**src/hdl/cmp_consts.vh**
```
// Purpose: Shared constants for the current-mode PWM soft-start controller
// Assumes: 50 MHz clock, times given in ns, us and ms; cmp_pwm_ctrl converts them to cycles
// Notes:   Definitions only
`ifndef CMP_CONSTS_VH
`define CMP_CONSTS_VH

`define CMP_CLK_HZ          50000000
`define CMP_PERIOD_CYC      500
`define CMP_DMAX_NUM        3
`define CMP_DMAX_DEN        4
`define CMP_JIT_PCT         4
`define CMP_JIT_PERIOD_US   4000
`define CMP_JIT_STEPS       20
`define CMP_SS_STEP_US      300
`define CMP_SS_STEPS        32
`define CMP_SS_TOTAL_MS     10
`define CMP_LEB_NORM_NS     220
`define CMP_LEB_BURST_NS    180
`define CMP_FB_DLY_NS       156
`define CMP_NS_PER_S        1000000000
`define CMP_US_PER_S        1000000
`define CMP_MS_PER_S        1000

`endif

```
**src/hdl/cmp_pwm_ctrl.v**
```verilog
// Purpose: Oscillator, jitter, PWM latch, soft start and blanking of the controller
// Assumes: Comparator outputs arrive synchronous to clk; supply_ok low acts as lockout
// Notes:   Analog level shaping is outside; soft-start limit is a step code out
// Function
// - 100 kHz cycles, 4 percent jitter, 4 ms
// - On time at most 375 cycles, 0.75 of nominal period
// - Jitter only after soft start completes
// - Soft start begins at lockout release
// - Step every 300 us, 32 steps
// - Soft start ends 10 ms, sink off
// - Allowed duty rises from zero gradually
// - Soft start restarts on each auto-restart
// - Oscillator sets latch, comparators reset it
// - Latch reset turns driver off immediately
// - Feedback comparator ends on-pulse
// - Current limit resets latch cycle by cycle
// - Burst limit counts only in burst mode
// - Blank sense 220 ns normal, 180 burst
// - Driver low below supply off threshold
// - Undervoltage resets soft-start counter to zero
// - Feedback turn-off waits 156 ns after set
`include "cmp_consts.vh"
module cmp_pwm_ctrl #(
    parameter PERIOD_CYC = `CMP_PERIOD_CYC,
    parameter SS_STEPS   = `CMP_SS_STEPS
) (
    input  wire       clk,
    input  wire       rst_n,
    input  wire       supply_ok,
    input  wire       restart_req,
    input  wire       burst_mode,
    input  wire       fb_cmp,
    input  wire       ss_cmp,
    input  wire       current_limit_comparator,
    input  wire       burst_limit_comparator,
    output reg        gate_drive,
    output reg  [4:0] softstart_limit_level,
    output reg        ss_sink_on,
    output reg        ss_done,
    output reg        osc_max_duty
);
    // Derived cycle counts; least times round up, longest round down
    localparam integer NS_DIV      = `CMP_NS_PER_S / `CMP_CLK_HZ;
    localparam integer LEB_N_CYC   = (`CMP_LEB_NORM_NS + NS_DIV - 1) / NS_DIV;
    localparam integer LEB_B_CYC   = (`CMP_LEB_BURST_NS + NS_DIV - 1) / NS_DIV;
    localparam integer FBD_CYC     = (`CMP_FB_DLY_NS + NS_DIV - 1) / NS_DIV;
    localparam integer ON_MAX_CYC  = PERIOD_CYC * `CMP_DMAX_NUM / `CMP_DMAX_DEN;
    localparam integer JIT_CYC     = PERIOD_CYC * `CMP_JIT_PCT / 100;
    localparam integer SS_STEP_CYC = `CMP_SS_STEP_US * (`CMP_CLK_HZ / `CMP_US_PER_S);
    localparam integer SS_END_CYC  = `CMP_SS_TOTAL_MS * (`CMP_CLK_HZ / `CMP_MS_PER_S);
    localparam integer JIT_STEP_CYC = `CMP_JIT_PERIOD_US * (`CMP_CLK_HZ / `CMP_US_PER_S)
                                      / (4 * `CMP_JIT_STEPS);

    // Soft-start states, one-hot
    localparam [2:0] ST_OFF  = 3'b001;
    localparam [2:0] ST_SOFT = 3'b010;
    localparam [2:0] ST_RUN  = 3'b100;

    reg [2:0]  state_q;
    reg [9:0]  osc_cnt_q;
    reg [9:0]  period_q;
    reg [19:0] ss_tick_q;
    reg [19:0] ss_time_q;
    reg [5:0]  ss_step_q;
    reg [17:0] jit_tick_q;
    reg [6:0]  jit_pos_q;
    reg        jit_up_q;
    reg        latch_q;
    reg [9:0]  on_cnt_q;

    wire       running = (state_q != ST_OFF);
    wire       cycle_end = (osc_cnt_q >= period_q - 10'd1);
    wire       set_pulse = running && cycle_end;
    wire       leb_active;
    wire       fbd_active;
    wire [7:0] leb_len = burst_mode ? LEB_B_CYC[7:0] : LEB_N_CYC[7:0];

    // Soft-start on-time cap grows with step count
    wire [15:0] ss_on_prod = ON_MAX_CYC[9:0] * ss_step_q;
    wire [9:0]  ss_on_max  = (state_q == ST_SOFT) ? ss_on_prod[14:5] : ON_MAX_CYC[9:0];
    // Zero cap at step zero: no pulse at all, not even the set cycle
    wire        cap_zero   = (ss_on_max == 10'h000);

    // Reset sources; comparator trips only after blanking
    wire sense_ok  = !leb_active;
    wire fb_rst    = fb_cmp && sense_ok && !fbd_active;
    wire ss_rst    = ss_cmp && sense_ok && (state_q == ST_SOFT);
    wire cl_rst    = current_limit_comparator && sense_ok;
    wire bl_rst    = burst_limit_comparator && burst_mode && sense_ok;
    wire duty_rst  = (on_cnt_q >= ON_MAX_CYC[9:0] - 10'd1) ||
                     ({1'b0, on_cnt_q} + 11'h001 >= {1'b0, ss_on_max});
    wire any_rst   = fb_rst || ss_rst || cl_rst || bl_rst || duty_rst || !supply_ok;

    // Blanking after each turn-on
    cmp_blank_timer #(.W(8)) u_leb (
        .clk    (clk),
        .rst_n  (rst_n),
        .start  (set_pulse),
        .len    (leb_len),
        .active (leb_active)
    );

    // Fixed delay before feedback may act
    cmp_blank_timer #(.W(8)) u_fbd (
        .clk    (clk),
        .rst_n  (rst_n),
        .start  (set_pulse),
        .len    (FBD_CYC[7:0]),
        .active (fbd_active)
    );

    // Soft-start sequencer
    always @(posedge clk) begin
        if (!rst_n || !supply_ok) begin
            state_q   <= ST_OFF;
            ss_tick_q <= 20'h0_0000;
            ss_time_q <= 20'h0_0000;
            ss_step_q <= 6'h00;
        end else begin
            case (state_q)
                ST_OFF: begin
                    state_q   <= ST_SOFT;
                    ss_tick_q <= 20'h0_0000;
                    ss_time_q <= 20'h0_0000;
                    ss_step_q <= 6'h00;
                end
                ST_SOFT: begin
                    if (restart_req) begin
                        ss_tick_q <= 20'h0_0000;
                        ss_time_q <= 20'h0_0000;
                        ss_step_q <= 6'h00;
                    end else if (ss_time_q >= SS_END_CYC[19:0] - 20'h0_0001) begin
                        state_q <= ST_RUN;
                    end else begin
                        ss_time_q <= ss_time_q + 20'h0_0001;
                        if (ss_tick_q >= SS_STEP_CYC[19:0] - 20'h0_0001) begin
                            ss_tick_q <= 20'h0_0000;
                            if (ss_step_q < SS_STEPS[5:0])
                                ss_step_q <= ss_step_q + 6'h01;
                        end else begin
                            ss_tick_q <= ss_tick_q + 20'h0_0001;
                        end
                    end
                end
                ST_RUN: begin
                    if (restart_req) begin
                        state_q   <= ST_SOFT;
                        ss_tick_q <= 20'h0_0000;
                        ss_time_q <= 20'h0_0000;
                        ss_step_q <= 6'h00;
                    end
                end
                default: begin
                    state_q <= ST_OFF;
                end
            endcase
        end
    end

    // Jitter triangle, held at position 0 (period minus JIT_CYC) until soft start is over
    always @(posedge clk) begin
        if (!rst_n || state_q != ST_RUN) begin
            jit_tick_q <= 18'h0_0000;
            jit_pos_q  <= 7'h00;
            jit_up_q   <= 1'b1;
        end else if (jit_tick_q >= JIT_STEP_CYC[17:0] - 18'h0_0001) begin
            jit_tick_q <= 18'h0_0000;
            if (jit_up_q) begin
                if (jit_pos_q >= 7'd2 * `CMP_JIT_STEPS - 7'd1)
                    jit_up_q <= 1'b0;
                jit_pos_q <= jit_pos_q + 7'h01;
            end else begin
                if (jit_pos_q <= 7'h01)
                    jit_up_q <= 1'b1;
                jit_pos_q <= jit_pos_q - 7'h01;
            end
        end else begin
            jit_tick_q <= jit_tick_q + 18'h0_0001;
        end
    end

    // Jitter offset, +/- JIT_CYC around nominal period
    wire [15:0] jit_prod = JIT_CYC[7:0] * jit_pos_q;
    wire [9:0]  jit_off  = jit_prod[9:0] / `CMP_JIT_STEPS;
    wire [9:0]  period_d = PERIOD_CYC[9:0] - JIT_CYC[9:0] + jit_off;

    // Oscillator; new period latched at each cycle boundary
    always @(posedge clk) begin
        if (!rst_n || !running) begin
            osc_cnt_q <= 10'h000;
            period_q  <= PERIOD_CYC[9:0];
        end else if (cycle_end) begin
            osc_cnt_q <= 10'h000;
            period_q  <= (state_q == ST_RUN) ? period_d : PERIOD_CYC[9:0];
        end else begin
            osc_cnt_q <= osc_cnt_q + 10'h001;
        end
    end

    // PWM latch; only lockout, current limit, burst limit and zero cap win over set
    always @(posedge clk) begin
        if (!rst_n) begin
            latch_q  <= 1'b0;
            on_cnt_q <= 10'h000;
        end else if (any_rst && latch_q) begin
            latch_q  <= 1'b0;
            on_cnt_q <= 10'h000;
        end else if (set_pulse && !(!supply_ok || cl_rst || bl_rst || cap_zero)) begin
            latch_q  <= 1'b1;
            on_cnt_q <= 10'h000;
        end else if (latch_q) begin
            on_cnt_q <= on_cnt_q + 10'h001;
        end
    end

    // Registered outputs; gate falls with the latch reset decision
    always @(posedge clk) begin
        if (!rst_n) begin
            gate_drive            <= 1'b0;
            softstart_limit_level <= 5'h00;
            ss_sink_on            <= 1'b0;
            ss_done               <= 1'b0;
            osc_max_duty          <= 1'b0;
        end else begin
            gate_drive <= supply_ok && ((latch_q && !any_rst) ||
                          (set_pulse && !(cl_rst || bl_rst || cap_zero)));
            softstart_limit_level <= (ss_step_q >= SS_STEPS[5:0]) ? 5'h1F : ss_step_q[4:0];
            ss_sink_on   <= (state_q == ST_SOFT);
            ss_done      <= (state_q == ST_RUN);
            osc_max_duty <= running && (osc_cnt_q >= ON_MAX_CYC[9:0] - 10'h001);
        end
    end
endmodule // cmp_pwm_ctrl

```
**src/hdl/cmp_blank_timer.v**
```verilog
// Purpose: Retriggerable down counter that holds a window after a start pulse
// Assumes: start is a one-cycle pulse, len is at least one
// Notes:   Used for edge blanking and the feedback turn-off delay
module cmp_blank_timer #(
    parameter W = 8
) (
    input  wire         clk,
    input  wire         rst_n,
    input  wire         start,
    input  wire [W-1:0] len,
    output wire         active
);
    reg [W-1:0] cnt_q;

    // Load on start, count to zero
    always @(posedge clk) begin
        if (!rst_n) begin
            cnt_q <= {W{1'b0}};
        end else if (start) begin
            cnt_q <= len;
        end else if (cnt_q != {W{1'b0}}) begin
            cnt_q <= cnt_q - {{(W-1){1'b0}}, 1'b1};
        end
    end

    assign active = (cnt_q != {W{1'b0}});
endmodule // cmp_blank_timer

```
**config.mk**
```make
export PLATFORM = sky130hd
export DESIGN_NAME = cmp_pwm_ctrl
export DESIGN_NICKNAME = d
export VERILOG_FILES = /design/src/hdl/cmp_pwm_ctrl.v /design/src/hdl/cmp_blank_timer.v
export VERILOG_INCLUDE_DIRS = /design/src /design/src/hdl
export SDC_FILE = /design/constraint.sdc
export NUM_CORES = 1
export LEC_CHECK = 0
export BUFFER_PORTS_ARGS = -buffer_cell sky130_fd_sc_hd__buf_4
export CAP_MARGIN = 20
export CORE_ASPECT_RATIO = 1.25
export CORE_MARGIN = 1.5
export CORE_UTILIZATION = 39
export DETAILED_ROUTE_END_ITERATION = 7
export GPL_TIMING_DRIVEN = 0
export PLACE_DENSITY = 0.61
export SLEW_MARGIN = 20
export SYNTH_ARGS = -nofsm -noshare
export SYNTH_HDL_FRONTEND = slang
export SYNTH_HIERARCHICAL = 1
export SYNTH_SLANG_ARGS = --single-unit
```
**constraint.sdc**
```tcl
create_clock -name clk -period 9.3 [get_ports clk]
set_input_delay 0.93 -clock clk [delete_from_list [all_inputs] [get_ports clk]]
set_output_delay 0.93 -clock clk [all_outputs]
set_load 0.01 [all_outputs]
```
==> impl_metrics.yaml <==
drt:
  dr.pass1.iters: 5
  routed_wl_um: 18400
  wl_per_cell_um: 13.4
  viasPerCell: 5.24
  num_vias: 7158
  drc_errors: 0
  drt_iter0_markers: 399
  ant_nets: 0
timing:
  fin_crit_sh_pct: 66.2
  tightest_slew_ns: 0.738
  fmax_ghz: 0.162
  maxSlewViolCount: 0
  finalSetupViolations: 0
  hold_viol: 0
  fin_crit_ns: 6.16
  finalSetupTns_ns: 0
  max_slew_margin_pct: 49.5
  rsz0062_at_grt: "false"
  finClkSkew_ns: 0.0108
synthesis:
  avgSynthCellArea_um2: 8.28
  yosysSeqAreaShare_pct: 30.3
  yosysWarnings: 6
  yosys-top-cells-area: "dfxtp_1 30%, ha_1 11%, xnor2_1 5.8%"
  synthFlopType: "dfxtp_1"
  yosys.area.top_type_share_pct: 30.3
  ys_types: 73
  ys_seq_elements: 128
  async_flop_share_pct: 0
  post-synth-top-count-cell: "nor2_1"
  synth_common_cells: "129 x nor2_1, 128 x dfxtp_1, 72 x ha_1"
  synth_cells: 1020
  synth-edff-count: 0
  syn_area_mm2: 0.00845
  yosys.area.top_type: "dfxtp_1"
die:
  coreArea_mm2: 0.0214
  floorplan.initialDensity_pct: 39.5
  die_h_um: 168
  io_pins: 18
  rows: 60
  dieArea_mm2: 0.0226
  die_w_um: 135
grt:
  overflow: 0
  grt_antenna_before_repair: 0
  grt_pass1_vias: 6971
  grt_pass1_wl_um: 31500
  grt_use_total_pct: 16.9
  grt_max_degree: 17
finish:
  n_fill_cell: 2116
  antennaDiodeCount: 0
  drive_above_1_share_pct: 6.71
  area_growth_syn_to_layout_pct: 14.5
  multi_input_area_mm2: 0.00555
  fin_util_pct: 45.2
  register_area_mm2: 0.00256
  final_nets: 1171
setup_path:
  cp.required_ns: 9.61
  critPathSlowestCell: "fa_1"
  crit_arrival_ns: 6.46
  cp-startpoint: "ss_step_q[5]"
  path_class: "flop to flop"
  rrSetupSlack_ns: 3.14
  critPathMostFrequentCell: "fa_1"
  critPathLaunchType: "flop"
  r2r_start: "ss_step_q[5]"
  rr_endpoint: "on_cnt_q[1]"
  worstRegToRegCells: 21
  max_stage_delay_ns: 0.55
  crit_chain: "fa_1 > inv_1 > fa_1 > fa_1 > inv_1 > ha_1 > o21a_1 > o21ai_1 > a21o_1 > a211oi_1 > o21a_1 > o32ai_1 > and2_1 > ha_1 > a21o_1 > a2111oi_0 > o211a_1 > o21ai_0 > a21oi_1 > clkinv_1 > a2111oi_0"
  endpoint_kind: "flop"
  crit_end: "on_cnt_q[1]"
  cp_max_fo: 10
clock_network:
  clk_latency_ns: 0.42
  root_buffer: "clkbuf_16"
  cts_hold_buf: 0
  clk_pin_slew_ns: 0.07
  htreeDepth: 4
  cts_sinks: 128
  post_cts_resized: 0
  cts_buffer_depth: 2
  post_cts_buffers: 0
  numCtsBuffers: 17
  cts_tree: "done"
placed_design:
  port_buffers: 17
  hpwl_um: 13600
  gp_congestion: 0.847
power_and_ir_drop:
  p_per_area_mw_per_mm2: 169
  power_switching_mw: 0.424
  switching_share_pct: 25.9
  power_frac_clock_pct: 47.2
  peakVddDrop_uv: 151
  seqPwrFrac_pct: 37.4
  p_leak_nw: 3.87
  combinationalPowerShare_pct: 15.4
  intPower_mw: 1.21
worst_hold_path:
  hold_path.class: "flop to flop"
run_status:
  status: "completed"
flow_run:
  drv_cap: 0
-- sequential cells by signal (all words and copies together), names as in the netlist, 3 cells and up --
name and cells:
jit_pos_q 7, on_cnt_q 10, period_q 7, ss_tick_q 20, jit_tick_q 18, softstart_limit_level 5, u_leb/cnt_q 8, u_fbd/cnt_q 8
state_q 3, ss_step_q 6, osc_cnt_q 10, ss_time_q 20
-- worst max-delay path: cells and delay by family, from the launching register on --
kind,cells,cell delay (ns)
buffers and inverters,3,0.46
adder cells (fa/ha/maj),5,1.98
AO/OA/AOI/OAI,12,2.84
flip-flops,1,0.54
AND/OR/NAND/NOR,1,0.18
-- power groups by stage --
stage | clock network [mW] | registers, mW | logic [mW]
after floorplan | 0 | 0.618 | 0.212
after global placement | 0 | 0.624 | 0.251
after detailed placement | 0 | 0.624 | 0.252
after CTS | 0.786 | 0.612 | 0.254
after global routing | 0.814 | 0.617 | 0.282
final | 0.774 | 0.613 | 0.253
-- cell families after synthesis --
kind of cell    Yosys count  synth area share [%]
compound gates          212                  16.9
xor+xnor                 90                  9.42
fa+ha+maj                87                  14.2
buf+inv                 106                  4.86
flops                   128                  30.3
mux                       8                  1.13
other cells               2                0.0889
simple gates            387                  23.0
-- through the flow --
stage	area, µm²	setup WS [ns]	hold WS [ns]	instances	power (mW)
final	9670	3.14	0.457	1367	1.64
after global routing	9670	2.59	0.485	1367	1.71
after CTS	9670	3.12	0.456	1367	1.65
after detailed placement	8990	3.18	0.446	1335	0.876
after global placement	8990	3.17	0.445	1335	0.875
after floorplan	8520	3.80	0.430	1039	0.830
-- per-layer routing --
metal	global-route usage [%]	vias up	wire [µm]	share of wire, %
li1	-	3725	-	-
met1	20.3	3336	8670	47
met3	3.33	23	442	2.4
met5	0	-	0	0
met2	29.9	74	8990	49
met4	5.24	0	250	1.4
-- placed cells by master, fill, tap and decap left out, drive strengths merged, types with 16 or more instances in the layout --
cell | Yosys | routed
a21oi | 58 | 58
and3 | 16 | 16
buf | 0 | 17
clkbuf | 31 | 48
conb | 2 | 21
dfxtp | 128 | 128
ha | 72 | 72
inv | 72 | 76
nand2 | 62 | 62
nand3 | 44 | 44
nand4 | 21 | 21
nor2 | 129 | 129
nor3 | 34 | 34
nor4 | 16 | 16
o21ai | 46 | 46
xnor2 | 57 | 57
xor2 | 33 | 33
-- layout make-up --
cell class                      instances  share of cell area (%)
Clock inverter                         15                    2.63
Timing Repair Buffer                   17                    1.32
Multi-Input combinational cell        805                    57.3
Inverter                               73                    2.83
Tap cell                              279                    3.61
Buffer                                 33                    1.41
Sequential cell                       128                    26.5
Clock buffer                           17                    4.40
-- how the worst min path moves through the flow --
stage	cells past startpoint	to	start
floorplan	1	jit_tick_q[0]	jit_tick_q[0]
global placement	2	ss_tick_q[13]	ss_tick_q[13]
detailed placement	2	ss_tick_q[13]	ss_tick_q[13]
CTS	2	ss_tick_q[13]	ss_tick_q[13]
global route	2	ss_tick_q[13]	ss_tick_q[13]
finish	2	ss_tick_q[13]	ss_tick_q[13]
(Power assumes the default switching activity.)
